[src/pkg/tcl_cfg.svh]
// Constants of the traffic channel test loop: frame sizes, codes, counts.
// Assumes nothing; included by bare name wherever a constant is needed.
`ifndef TCL_CFG_SVH
`define TCL_CFG_SVH

// Command transport: link-layer access point and its width
`define TCL_SAPI_W 4
`define TCL_SAPI_SIGNALLING 4'h0

// Frame and burst sizes in bits
`define TCL_FRAME_BITS 260
`define TCL_EFR_BITS 244
`define TCL_BURST_BITS 114
`define TCL_LEN_W 9
`define TCL_LEN_FRAME 9'h104
`define TCL_LEN_EFR 9'h0f4
`define TCL_LEN_BURST 9'h072

// Silence descriptor codes from the decoder
`define TCL_SID_ERASED 2'h0
`define TCL_SID_INVALID 2'h1
`define TCL_SID_VALID 2'h2

// Administrative data byte that marks a test card (value arbitrary)
`define TCL_ADMIN_TEST 8'h80
`define TCL_ADMIN_MASK 8'h80

// Frame counts: reporting period, setup delay, round-trip bound
`define TCL_CNT_W 7
`define TCL_REPORT_FRAMES 7'h68
`define TCL_SETUP_FRAMES 7'h01
`define TCL_RTD_MAX_FRAMES 7'h1a

`endif

[src/pkg/tcl_pkg.sv]
// Types of the traffic channel test loop: commands, frames, states.
// Assumes tcl_cfg.svh is on the include path.
`include "tcl_cfg.svh"
package tcl_pkg;

  // Loop type carried by a close command
  typedef enum logic [2:0] {
    LOOP_A = 3'h0,
    LOOP_B = 3'h1,
    LOOP_C = 3'h2,
    LOOP_D = 3'h3,
    LOOP_E = 3'h4,
    LOOP_F = 3'h5
  } tcl_loop_e;

  // Kind of a received burst
  typedef enum logic [1:0] {
    BURST_TCH = 2'h0,
    BURST_SACCH = 2'h1,
    BURST_IDLE = 2'h2
  } tcl_burst_e;

  // Controller state, one-hot
  typedef enum logic [2:0] {
    ST_IDLE = 3'h1,
    ST_LOOP = 3'h2,
    ST_DAI = 3'h4
  } tcl_state_e;

  // Decoded layer 3 test command with its transport
  typedef struct packed {
    logic close;
    logic open;
    tcl_loop_e loop;
    logic [`TCL_SAPI_W-1:0] sapi;
    logic ack_mode;
    logic on_dcch;
  } tcl_cmd_s;

  // Downlink word: decoded frame or decrypted burst
  typedef struct packed {
    logic is_burst;
    tcl_burst_e kind;
    logic midamble_ok;
    logic efr;
    logic bfi;
    logic ufi;
    logic facch;
    logic [1:0] sid;
    logic [`TCL_FRAME_BITS-1:0] bits;
  } tcl_rx_s;

  // Uplink word toward the encoder or burst builder
  typedef struct packed {
    logic is_burst;
    logic own_midamble;
    logic [`TCL_LEN_W-1:0] nbits;
    logic [`TCL_FRAME_BITS-1:0] bits;
  } tcl_tx_s;

endpackage

[src/core/tcl_sync2.sv]
// Two-stage synchroniser for a group of pin levels.
// Assumes pins are asynchronous to clk_sys; output is clean on clk_sys.
`timescale 1ns/1ps
module tcl_sync2 #(
  parameter int N = 2
) (
  // Clock and reset
  input wire logic clk_sys,
  input wire logic rst_n,
  // Levels
  input wire logic [N-1:0] pin_in,
  output logic [N-1:0] level_out
);

  logic [N-1:0] meta_q;
  logic [N-1:0] meta_d;
  logic [N-1:0] sync_q;
  logic [N-1:0] sync_d;

  // One pair of flops per bit
  for (genvar i = 0; i < N; i++) begin : g_bit
    always_comb begin
      meta_d[i] = pin_in[i];
      sync_d[i] = meta_q[i];
    end
  end

  // Register both stages
  always_ff @(posedge clk_sys or negedge rst_n) begin
    if (!rst_n) begin
      meta_q <= '0;
      sync_q <= '0;
    end else begin
      meta_q <= meta_d;
      sync_q <= sync_d;
    end
  end

  assign level_out = sync_q;

endmodule

[src/core/tcl_pair_buf.sv]
// Two-entry buffer with valid and ready on both sides and a flush.
// Assumes producer and consumer run on clk_sys; data out comes from flops.
`timescale 1ns/1ps
module tcl_pair_buf #(
  parameter int W = 8
) (
  // Clock and reset
  input wire logic clk_sys,
  input wire logic rst_n,
  // Control
  input wire logic flush,
  // Fill side
  input wire logic in_valid,
  output logic in_ready,
  input wire logic [W-1:0] in_data,
  // Drain side
  output logic out_valid,
  input wire logic out_ready,
  output logic [W-1:0] out_data
);

  logic [W-1:0] mem_q [2];
  logic [W-1:0] mem_d [2];
  logic wr_q, wr_d, rd_q, rd_d;
  logic [1:0] cnt_q, cnt_d;
  logic push, pop;

  assign in_ready = (cnt_q != 2'h2);
  assign out_valid = (cnt_q != 2'h0);
  assign out_data = mem_q[rd_q];
  assign push = in_valid && in_ready;
  assign pop = out_valid && out_ready;

  // Pointer and occupancy update; flush empties the buffer
  always_comb begin
    mem_d = mem_q;
    wr_d = wr_q;
    rd_d = rd_q;
    cnt_d = cnt_q;
    if (flush) begin
      wr_d = 1'b0;
      rd_d = 1'b0;
      cnt_d = 2'h0;
    end else begin
      if (push) begin
        mem_d[wr_q] = in_data;
        wr_d = ~wr_q;
      end
      if (pop) begin
        rd_d = ~rd_q;
      end
      if (push && !pop) begin
        cnt_d = cnt_q + 2'h1;
      end else if (pop && !push) begin
        cnt_d = cnt_q - 2'h1;
      end
    end
  end

  // Register buffer state
  always_ff @(posedge clk_sys or negedge rst_n) begin
    if (!rst_n) begin
      mem_q[0] <= '0;
      mem_q[1] <= '0;
      wr_q <= 1'b0;
      rd_q <= 1'b0;
      cnt_q <= 2'h0;
    end else begin
      mem_q <= mem_d;
      wr_q <= wr_d;
      rd_q <= rd_d;
      cnt_q <= cnt_d;
    end
  end

endmodule

[src/core/tcl_test_loop.sv]
// Traffic channel test loop controller and loop-back datapath.
// Assumes layer 3 commands, channel state and decoder words arrive on clk_sys;
// card-present and power-off are pins. Frame ticks mark TDMA frames.
//
// Behaviour
// - Traffic loops and the digital audio test never run together.
// - Commands accepted only from dedicated channel, access point 0, acknowledged mode.
// - Power-off or card removal drops every active test function.
// - Test functions activate only with a test card inserted.
// - Test card recognised by its administrative data byte.
// - A loop is set up only while a traffic channel is active.
// - Only a close command switches a loop on; six types A to F.
// - Loop C returns the 114 decrypted information bits of each traffic channel burst.
// - Loop C returns bursts whatever the received midamble state.
// - Loop C uplink bursts carry the device's own midamble.
// - Loop C never returns control channel or idle bursts.
// - Loops A and B on enhanced full rate return 244, else 260 bits.
// - A, D, E, F signal erased, unreliable or erased descriptor frames.
// - Close command ignored without traffic channel or with a loop closed.
// - A signalled frame is sent to the encoder as all zeros.
// - Loop C runs within 104 frames of the close acknowledgement.
// - Loop C round trip stays under 26 frames; code only raises rtd_overrun after 26 frames at the buffer head.
`timescale 1ns/1ps
`include "tcl_cfg.svh"
module tcl_test_loop (
  // Clock and reset
  input wire logic clk_sys,
  input wire logic rst_n,
  // Layer 3 command
  input wire logic cmd_valid,
  input wire tcl_pkg::tcl_cmd_s cmd,
  output logic close_ack,
  // Traffic channel state and frame timing
  input wire logic tch_active,
  input wire logic frame_tick,
  // Card and power pins
  input wire logic card_present_pin,
  input wire logic power_off_pin,
  // Card administrative data
  input wire logic admin_valid,
  input wire logic [7:0] admin_data,
  // Digital audio interface test
  input wire logic dai_req,
  output logic digital_audio_test_port,
  // Downlink words
  input wire logic rx_valid,
  output logic rx_ready,
  input wire tcl_pkg::tcl_rx_s rx,
  // Uplink words
  output logic tx_valid,
  input wire logic tx_ready,
  output tcl_pkg::tcl_tx_s tx,
  // Status
  output logic loop_closed,
  output logic loop_running,
  output tcl_pkg::tcl_loop_e loop_type,
  output logic test_card,
  output logic rtd_overrun
);

  tcl_pkg::tcl_state_e st_q, st_d;
  tcl_pkg::tcl_loop_e type_q, type_d;
  logic ack_q, ack_d;
  logic card_q, card_d;
  logic run_q, run_d;
  logic [`TCL_CNT_W-1:0] est_q, est_d;
  logic [`TCL_CNT_W-1:0] age_q, age_d;
  logic ovr_q, ovr_d;
  logic [1:0] pins_sync;
  logic card_in, power_off;
  logic drop_all, cmd_ok, close_ok, open_ok;
  logic keep, zero, buf_in_ready, buf_flush;
  tcl_pkg::tcl_tx_s word;

  // Pin levels through two flops
  tcl_sync2 #(
    .N(2)
  ) u_sync (
    .clk_sys(clk_sys),
    .rst_n(rst_n),
    .pin_in({power_off_pin, card_present_pin}),
    .level_out(pins_sync)
  );

  assign card_in = pins_sync[0];
  assign power_off = pins_sync[1];

  // Any power-off or missing card ends all tests
  assign drop_all = power_off || !card_in;

  // Command transport check
  assign cmd_ok = cmd_valid && cmd.on_dcch && cmd.ack_mode &&
                  (cmd.sapi == `TCL_SAPI_SIGNALLING);

  // Close taken only from idle, with channel and test card
  assign close_ok = cmd_ok && cmd.close && !cmd.open && (st_q == tcl_pkg::ST_IDLE) &&
                    tch_active && card_q && !drop_all;
  assign open_ok = cmd_ok && cmd.open && !cmd.close;

  // Test card recognition from the administrative byte
  always_comb begin
    card_d = card_q;
    if (!card_in) begin
      card_d = 1'b0;
    end else if (admin_valid) begin
      card_d = ((admin_data & `TCL_ADMIN_MASK) == `TCL_ADMIN_TEST);
    end
  end

  // Test function state machine
  always_comb begin
    st_d = st_q;
    type_d = type_q;
    ack_d = 1'b0;
    case (st_q)
      tcl_pkg::ST_IDLE: begin
        if (close_ok) begin
          st_d = tcl_pkg::ST_LOOP;
          type_d = cmd.loop;
          ack_d = 1'b1;
        end else if (dai_req && card_q && !drop_all) begin
          st_d = tcl_pkg::ST_DAI;
        end
      end
      tcl_pkg::ST_LOOP: begin
        if (drop_all) begin
          st_d = tcl_pkg::ST_IDLE;
        end else if (open_ok) begin
          st_d = tcl_pkg::ST_IDLE;
        end
      end
      tcl_pkg::ST_DAI: begin
        if (drop_all || !dai_req) begin
          st_d = tcl_pkg::ST_IDLE;
        end
      end
      default: begin
        st_d = tcl_pkg::ST_IDLE;
      end
    endcase
  end

  // Establishment: loop starts one frame after acknowledgement
  always_comb begin
    est_d = est_q;
    run_d = run_q;
    if (st_q != tcl_pkg::ST_LOOP) begin
      est_d = '0;
      run_d = 1'b0;
    end else if (!run_q && frame_tick) begin
      est_d = est_q + `TCL_CNT_W'(1);
      if ((est_q + `TCL_CNT_W'(1)) >= `TCL_SETUP_FRAMES) begin
        run_d = 1'b1;
      end
    end
  end

  // Per-type keep and erase decisions
  always_comb begin
    keep = 1'b0;
    zero = 1'b0;
    case (type_q)
      tcl_pkg::LOOP_A: begin
        keep = !rx.is_burst && !rx.facch;
        zero = rx.bfi;
      end
      tcl_pkg::LOOP_B: begin
        keep = !rx.is_burst && !rx.facch;
      end
      tcl_pkg::LOOP_C: begin
        keep = rx.is_burst && (rx.kind == tcl_pkg::BURST_TCH);
      end
      tcl_pkg::LOOP_D: begin
        keep = !rx.is_burst;
        zero = rx.bfi || rx.ufi || rx.facch;
      end
      tcl_pkg::LOOP_E: begin
        keep = !rx.is_burst;
        zero = rx.facch || (rx.sid == `TCL_SID_ERASED);
      end
      tcl_pkg::LOOP_F: begin
        keep = !rx.is_burst;
        zero = rx.facch || (rx.sid != `TCL_SID_VALID);
      end
      default: begin
        keep = 1'b0;
      end
    endcase
  end

  // Build the uplink word
  always_comb begin
    word = '0;
    word.is_burst = (type_q == tcl_pkg::LOOP_C);
    word.own_midamble = (type_q == tcl_pkg::LOOP_C);
    if (type_q == tcl_pkg::LOOP_C) begin
      word.nbits = `TCL_LEN_BURST;
      word.bits[`TCL_BURST_BITS-1:0] = rx.bits[`TCL_BURST_BITS-1:0];
    end else if (rx.efr && (type_q == tcl_pkg::LOOP_A || type_q == tcl_pkg::LOOP_B)) begin
      word.nbits = `TCL_LEN_EFR;
      word.bits[`TCL_EFR_BITS-1:0] = rx.bits[`TCL_EFR_BITS-1:0];
    end else begin
      word.nbits = `TCL_LEN_FRAME;
      word.bits = rx.bits;
    end
    if (zero) begin
      word.bits = '0;
    end
  end

  // Outside a running loop words pass to normal decoding and are not held
  assign rx_ready = (run_q && keep) ? buf_in_ready : 1'b1;
  assign buf_flush = !run_q;

  // Holding buffer toward the uplink encoder
  tcl_pair_buf #(
    .W($bits(tcl_pkg::tcl_tx_s))
  ) u_buf (
    .clk_sys(clk_sys),
    .rst_n(rst_n),
    .flush(buf_flush),
    .in_valid(rx_valid && run_q && keep),
    .in_ready(buf_in_ready),
    .in_data(word),
    .out_valid(tx_valid),
    .out_ready(tx_ready),
    .out_data(tx)
  );

  // Round-trip watch: frames a word waits at the head of the buffer
  always_comb begin
    age_d = age_q;
    ovr_d = ovr_q;
    if (close_ok) begin
      ovr_d = 1'b0;
    end
    if (!tx_valid || tx_ready) begin
      age_d = '0;
    end else if (frame_tick && (age_q != `TCL_RTD_MAX_FRAMES)) begin
      age_d = age_q + `TCL_CNT_W'(1);
    end
    if (tx_valid && (age_q == `TCL_RTD_MAX_FRAMES) && (type_q == tcl_pkg::LOOP_C)) begin
      ovr_d = 1'b1;
    end
  end

  // Register controller state
  always_ff @(posedge clk_sys or negedge rst_n) begin
    if (!rst_n) begin
      st_q <= tcl_pkg::ST_IDLE;
      type_q <= tcl_pkg::LOOP_A;
      ack_q <= 1'b0;
      card_q <= 1'b0;
      run_q <= 1'b0;
      est_q <= '0;
      age_q <= '0;
      ovr_q <= 1'b0;
    end else begin
      st_q <= st_d;
      type_q <= type_d;
      ack_q <= ack_d;
      card_q <= card_d;
      run_q <= run_d;
      est_q <= est_d;
      age_q <= age_d;
      ovr_q <= ovr_d;
    end
  end

  // Status outputs from flops
  assign close_ack = ack_q;
  assign loop_closed = (st_q == tcl_pkg::ST_LOOP);
  assign digital_audio_test_port = (st_q == tcl_pkg::ST_DAI);
  assign loop_running = run_q;
  assign loop_type = type_q;
  assign test_card = card_q;
  assign rtd_overrun = ovr_q;

endmodule

[config.mk]
export PLATFORM = sky130hd
export DESIGN_NAME = tcl_test_loop
export DESIGN_NICKNAME = d
export VERILOG_FILES = /design/src/pkg/tcl_pkg.sv /design/src/core/tcl_sync2.sv /design/src/core/tcl_pair_buf.sv /design/src/core/tcl_test_loop.sv
export VERILOG_INCLUDE_DIRS = /design/src /design/src/pkg
export SDC_FILE = /design/constraint.sdc
export NUM_CORES = 1
export LEC_CHECK = 0
export BUFFER_PORTS_ARGS = -buffer_cell sky130_fd_sc_hd__buf_4
export CAP_MARGIN = 10
export CORE_AREA = 5 5 211 254
export DETAILED_ROUTE_END_ITERATION = 8
export DIE_AREA = 0 0 216 259
export PLACE_DENSITY = 0.82
export SKIP_CTS_REPAIR_TIMING = 1
export SLEW_MARGIN = 20
export SYNTH_ARGS = -nofsm -noshare
export SYNTH_HDL_FRONTEND = slang
export SYNTH_SLANG_ARGS = --single-unit
[constraint.sdc]
create_clock -name clk_sys -period 2.5 [get_ports clk_sys]
set_clock_uncertainty 0.2 [all_clocks]
set_input_delay 0.5 -clock clk_sys [delete_from_list [all_inputs] [get_ports clk_sys]]
set_output_delay 0.5 -clock clk_sys [all_outputs]
set_load 0.05 [all_outputs]
Yosys cells after proc, flatten, opt, wreduce, memory -nomap -nowiden
Cells that the tools add are included.
Widths: inputs -> output; s select.
{"block": "word_totals", "inputBits": 300, "regBits": 574}
{"block": "op_classes", "muxes": 40, "magnitude_cmp": 4, "n_bitwise": 4, "reduce_logical": 62, "eq_ne": 20, "add_sub_neg": 4}
{"op": "$mux 271", "n": 4}
{"op": "$bwmux 542", "n": 1}
{"op": "$demux 271 s1", "n": 1}
{"op": "$mux 260", "n": 1}
{"op": "$mux 146", "n": 1}
{"op": "$logic_and 1x1->1", "n": 28}
{"op": "$mux 7", "n": 4}
{"op": "$mux 9", "n": 2}
{"op": "$mux 16", "n": 1}
{"op": "$mux 3", "n": 5}
{"op": "$add 7x1->7 const B", "n": 2}
{"op": "$mux 1", "n": 14}
{"op": "$logic_not 1->1", "n": 11}
{"op": "$reduce_bool 2->1", "n": 5}
{"op": "$eq 3x2->1 const B", "n": 3}
{"op": "$eq 3x3->1 const B", "n": 3}
{"op": "$pmux 3 s3", "n": 1}
{"op": "$logic_or 1x1->1", "n": 8}
{"op": "$eq 7x5->1 const B", "n": 1}
{"op": "$ge 7x1->1 const B", "n": 1}
{"op": "$ne 7x5->1 const B", "n": 1}
{"op": "$eq 3x1->1 const B", "n": 2}
{"op": "$mux 2", "n": 3}
{"op": "$ne 2x1->1 const B", "n": 3}
{"op": "18 further kinds", "n": 28}

Logic depth before layout (Yosys ltp)
{"block": "depth", "ltp_word": 11, "mapped_depth": 8, "mapped_depth_nobuf": 6}

Modules after synthesis
Synthesis repeated with hierarchy kept, for this count alone.
{"block": "unflattened", "hier_cells": 2235, "area_unflattened_um2": 28140.7}
{"mod": "tcl_pair_buf", "cells_per_inst": 1470, "n_inst": 1, "area_per_inst_um2": 23710.2}
{"mod": "tcl_test_loop", "cells_per_inst": 761, "n_inst": 1, "area_per_inst_um2": 4330.4}
{"mod": "tcl_sync2", "cells_per_inst": 4, "n_inst": 1, "area_per_inst_um2": 100.1}

Least setup slack after synthesis
Ideal clock, no wire load.
{"block": "synth_timing", "path_kind": "reg-to-output", "from": "reg u_buf.rd_q", "to": "out tx[265] (netlist name)", "path_buffers": 3, "arrival_time_ns": 2.359, "slack_ns": -0.559, "path_stages_with_launch": 5, "cell_sequence": "dfrtp_1 clkbuf_1 clkbuf_1 o21ai_0 buf_4"}
{"item": "start: declaration", "line_no": "tcl_pair_buf.sv:24", "text": "logic wr_q, wr_d, rd_q, rd_d;"}
{"item": "start signal: assignment", "line_no": "tcl_pair_buf.sv:71", "text": "rd_q <= rd_d;"}
{"item": "end: declaration", "line_no": "tcl_test_loop.sv:52", "text": "output tcl_pkg::tcl_tx_s tx,"}

Final worst setup path
{"block": "layout_timing", "from": "reg type_q[2], in the netlist loop_type[2]", "to": "reg u_buf.mem_q[304] (netlist name)"}
{"block": "layout_between", "elab_chain_len": 6}
{"item": "start: declaration", "line_no": "tcl_test_loop.sv:62", "text": "tcl_pkg::tcl_loop_e type_q, type_d;"}
{"item": "start signal: assignment", "line_no": "tcl_test_loop.sv:251", "text": "type_q <= tcl_pkg::LOOP_A;"}
{"item": "start signal: assignment", "line_no": "tcl_test_loop.sv:260", "text": "type_q <= type_d;"}
{"item": "$eq 3x3->1 (tied with other cells)", "line_no": "tcl_test_loop.sv:162", "text": "case (type_q)"}
{"item": "$reduce_or 3->1 (no line) / $reduce_or 2->1 (equally long branches)"}
{"item": "$pmux 1 s3", "line_no": "tcl_test_loop.sv:162"}
{"item": "$logic_and 1x1->1", "line_no": "tcl_test_loop.sv:222", "text": ".in_valid(rx_valid && run_q && keep),"}
{"item": "$logic_and 1x1->1", "line_no": "tcl_pair_buf.sv:31", "text": "assign push = in_valid && in_ready;"}
{"item": "$reduce_and 2->1 (no line)"}
{"item": "end signal: assignment", "line_no": "tcl_pair_buf.sv:69", "text": "mem_q <= mem_d;"}
{"item": "end: declaration", "line_no": "tcl_pair_buf.sv:22", "text": "logic [W-1:0] mem_q [2];"}
Several ways; a longest one is shown, not always the timed one.
A chain may end at the register's enable or synchronous reset.

==> PnR_summary.wiki <==
{| class="wikitable"
! Metric !! Value
|-
| Total routing resource utilization after global routing || 28.6%
|-
| Global-route wire length before repair || 130000 microns
|-
| DR vias/cell || 6.55
|-
| Min-delay worst type || primary input to register
|-
| Core Util, Final || 82.3%
|-
| Violation count after the first detailed-routing iteration || 4239
|-
| Overall power consumption || 19700 uW
|-
| Max-cap violations || 0
|-
| Syn_area_per_cell || 10.2 sq um
|-
| # setup viols final || 778
|-
| Number of cell instances on the worst register-to-register path || 7
|-
| Number of search-and-repair iterations in the first detailed-routing pass || 8
|-
| Port-buffer cells || 571
|-
| Number of nets with antenna violations after detailed routing || 0
|-
| Pin count of the biggest net entering global routing || 134
|-
| Net total in the final layout || 3732
|-
| Number of global-route vias before repair || 24400
|-
| Critical Path Most Common Cell || sky130_fd_sc_hd__buf_12
|-
| Sum of overflow across all layers after global routing || 0
|-
| Fraction of layout cells with a size suffix above 1 || 39.0%
|-
| Initial antenna violation count || 2
|-
| Reg-to-reg setup timing slack || -0.59 ns
|-
| Starting density of the core || 55.2%
|-
| Total count of max-transition violations in the final report || 0
|-
| DRT Wirelength || 123000 microns
|-
| Die Area || 55900 sq um
|-
| Worst Setup Slack, final || -0.591 ns
|-
| DRC violations left || 0
|-
| Bufs and invs on worst path || 3
|-
| Die outline width || 216 microns
|-
| Total power density per cell area || 471 nW/um^2
|-
| Num CTS Buffers || 55
|-
| I/O pin count || 582
|-
| Clock edge transition at the registers on the reported setup and hold paths || 0.07 ns
|-
| Maximum vdd ir drop || 0.644 mV
|-
| RSZ-0062 raised after global routing || true
|-
| Clock sink total || 562
|-
| Critical path capture point type || register
|-
| Stages on the worst setup path || 7
|-
| Synth Warn # || 0
|-
| Required time worst endpoint || 2.75 ns
|-
| Min Tclk post-route || 3.09 ns
|-
| Cell area after technology mapping || 28100 sq um
|-
| Proportion of synthesized flip-flops having asynchronous set or reset || 100%
|-
| Final setup TNS || -153.89 ns
|-
| Cell Rows || 91
|-
| Cells after synthesis || 2754
|-
| Number of unique standard cell types used by synthesis || 59
|-
| Core footprint || 50900 sq um
|-
| Master of the slowest instance on the critical path || sky130_fd_sc_hd__mux2i_1
|-
| Worst Hold Path Cells || 3
|-
| Count of final hold-check violations || 1
|-
| Count of vias placed by the detailed router || 27000
|-
| RD Place Congestion || 0.886
|-
| Buffer levels on the longest clock path || 3
|-
| Insertion delay of the later-clocked pin in the worst-skew pair || 0.62 ns
|-
| Maximum cell stage delay along the critical path || 0.58 ns
|-
| Final worst path period share || 124%
|-
| Critical Path Start Type || register
|-
| Type of the setup path with the least slack || register to register
|-
| Max H-tree Level || 2
|-
| Highest clock rate || 324 MHz
|-
| Post-synth top flop || sky130_fd_sc_hd__dfrtp_1
|-
| Clock tree from TritonCTS || done
|-
| Cell chosen for the clock root || sky130_fd_sc_hd__clkbuf_16
|-
| Largest delay share family, worst path || simple AND/OR/NAND/NOR gates
|-
| Sequential fraction of the synthesis area || 50.1%
|-
| Average wire length per cell after detail routing || 29.9 microns
|-
| Status || finished, violations left
|-
| Lkg Pwr || 0.0184 uW
|-
| Area Overhead vs Synth || 49.1%
|-
| Post-DP HPWL || 58000 microns
|-
| Data arrival time of the critical path || 3.34 ns
|-
| Height of the die || 259 microns
|-
| Least-Margin Pin Slew || 0.771 ns
|-
| Number of flip-flops and latches in the synthesized netlist || 562
|-
| Maximum fanout along the worst path || 23
|-
| Failing checks || negative hold slack, negative setup slack
|-
| Final-layout worst hold slack || -0.00493 ns
|-
| Number of synthesized flops with an enable pin || 0
|-
| Crit-path cells || or3b_4, o31a_4, buf_6, nor3_4, buf_12, buf_12, mux2i_1
|-
| Headroom to the max-slew limit || 48.6%
|}
[per-layer routing]
| metal | global-route usage [%] | part of all wire [%] | up-vias |
|---|---|---|---|
| met5 | 0 | 0.011 | - |
| met4 | 12.7 | 8.3 | 2 |
| met3 | 5.84 | 11 | 798 |
| met2 | 48.3 | 48 | 2539 |
| met1 | 35.8 | 33 | 13200 |
| li1 | - | - | 10500 |
[placed cells by master, fill, tap and decap left out, drive strengths merged, types with 5 or more instances in the layout]
cell | synthesis | routed
buf | 76 | 772
dfrtp | 561 | 561
inv | 530 | 530
mux2i | 523 | 523
nand2 | 274 | 274
o21ai | 265 | 265
o211ai | 245 | 245
clkbuf | 139 | 135
nor2 | 18 | 18
o2111ai | 16 | 16
mux2 | 15 | 15
xor2 | 10 | 10
clkinv | 0 | 10
nand2b | 8 | 8
dlygate4sd3 | 0 | 8
bufinv | 0 | 7
nand3 | 6 | 6
a21oi | 6 | 6
and3 | 5 | 5
nor2b | 5 | 5
[synth_stat cells, types with 3 or more instances]
library cell | number | share of area, %
sky130_fd_sc_hd__buf_6 | 15 | 0.60
sky130_fd_sc_hd__nand2b_1 | 8 | 0.18
sky130_fd_sc_hd__nor2b_1 | 5 | 0.11
sky130_fd_sc_hd__nand2_1 | 274 | 3.7
sky130_fd_sc_hd__o21ai_0 | 265 | 4.7
sky130_fd_sc_hd__nand3_1 | 6 | 0.11
sky130_fd_sc_hd__mux2_2 | 12 | 0.48
sky130_fd_sc_hd__nand4_1 | 4 | 0.089
sky130_fd_sc_hd__buf_4 | 11 | 0.29
sky130_fd_sc_hd__a21oi_1 | 6 | 0.11
sky130_fd_sc_hd__clkbuf_1 | 139 | 1.9
sky130_fd_sc_hd__a31oi_1 | 3 | 0.067
sky130_fd_sc_hd__o211ai_1 | 245 | 6.5
sky130_fd_sc_hd__ha_1 | 4 | 0.18
sky130_fd_sc_hd__buf_8 | 18 | 0.96
sky130_fd_sc_hd__dfrtp_1 | 561 | 50
sky130_fd_sc_hd__mux2_1 | 3 | 0.12
sky130_fd_sc_hd__o2111ai_1 | 16 | 0.50
sky130_fd_sc_hd__xor2_1 | 10 | 0.31
sky130_fd_sc_hd__nor2_1 | 18 | 0.24
sky130_fd_sc_hd__mux2i_1 | 523 | 19
sky130_fd_sc_hd__buf_2 | 6 | 0.11
sky130_fd_sc_hd__and3_1 | 5 | 0.11
sky130_fd_sc_hd__buf_12 | 22 | 1.6
sky130_fd_sc_hd__nor4_1 | 4 | 0.089
sky130_fd_sc_hd__inv_1 | 530 | 7.1
sky130_fd_sc_hd__buf_1 | 4 | 0.053
[logic make-up (layout without fill, tap and decap cells)]
| group | count (synthesis) | count (layout) | synth area share (%) |
|---|---|---|---|
| AND/OR/NAND/NOR | 342 | 342 | 5.13 |
| AO/OA/AOI/OAI | 550 | 550 | 12.5 |
| multiplexers | 538 | 538 | 19.2 |
| buffers and inverters | 745 | 1462 | 12.5 |
| flip-flops | 562 | 562 | 50.1 |
| adder cells (fa/ha/maj) | 4 | 4 | 0.178 |
| XOR/XNOR | 12 | 12 | 0.374 |
| other | 1 | 3 | 0.0134 |
[worst register-to-register path: stages (launching register included)]
cell and delay (ns):
sky130_fd_sc_hd__dfrtp_2 0.44, sky130_fd_sc_hd__or3b_4 0.41, sky130_fd_sc_hd__o31a_4 0.32, sky130_fd_sc_hd__buf_6 0.14, sky130_fd_sc_hd__nor3_4 0.28, sky130_fd_sc_hd__buf_12 0.26
sky130_fd_sc_hd__buf_12 0.27, sky130_fd_sc_hd__mux2i_1 0.59
[power by group]
group	switching (uW)	internal (uW)	total [uW]
Combinational	804	567	1370
Sequential	10.7	9110	9120
Clock	3870	5350	9230
[stage by stage]
stage | area (sq um) | worst slack (ns) | cells | hold slack [ns]
2_1_floorplan | 28100 | -0.128 | 2755 | 0.00441
3_3_place_gp | 33400 | -0.112 | 3895 | 0.134
3_5_place_dp | 33400 | -0.188 | 3895 | 0.140
4_1_cts | 35300 | -0.657 | 3996 | -0.399
5_1_grt | 41900 | -0.547 | 4124 | 0.0138
6_report | 41900 | -0.591 | 4124 | -0.00493
[path summary, 6_finish.rpt]
kind / end / startpoint
setup / recovery: u_buf.mem_q[304] / loop_type[2]
setup reg to reg: u_buf.mem_q[304] / loop_type[2]
min in group asynchronous: u_buf.mem_q[343] / rst_n
max in group asynchronous: u_buf.mem_q[348] / rst_n
hold / removal: u_buf.mem_q[140] / rx[140]
hold reg to reg: u_sync.level_out[1] / u_sync.meta_q[1]
[flip-flops by register name, indices dropped and copies added, names as in the netlist]
register	flops
u_buf.wr_q	1
u_buf.mem_q	530
rtd_overrun	1
test_card	1
u_sync.level_out	2
loop_running	1
loop_type	3
u_buf.rd_q	1
est_q	7
close_ack	1
u_sync.meta_q	2
u_buf.cnt_q	2
age_q	7
st_q	3
[final cells by class]
class	count	area, sq um
timing repair buffer	831	9550
multi-input combinational	1448	13500
inverter	530	1990
clock inverter	17	260
tap	651	815
fill	2045	9010
clock buffer	84	1690
sequential	562	14100
antenna	1	2.50
No activity file was read; power rests on OpenSTA's default activity.
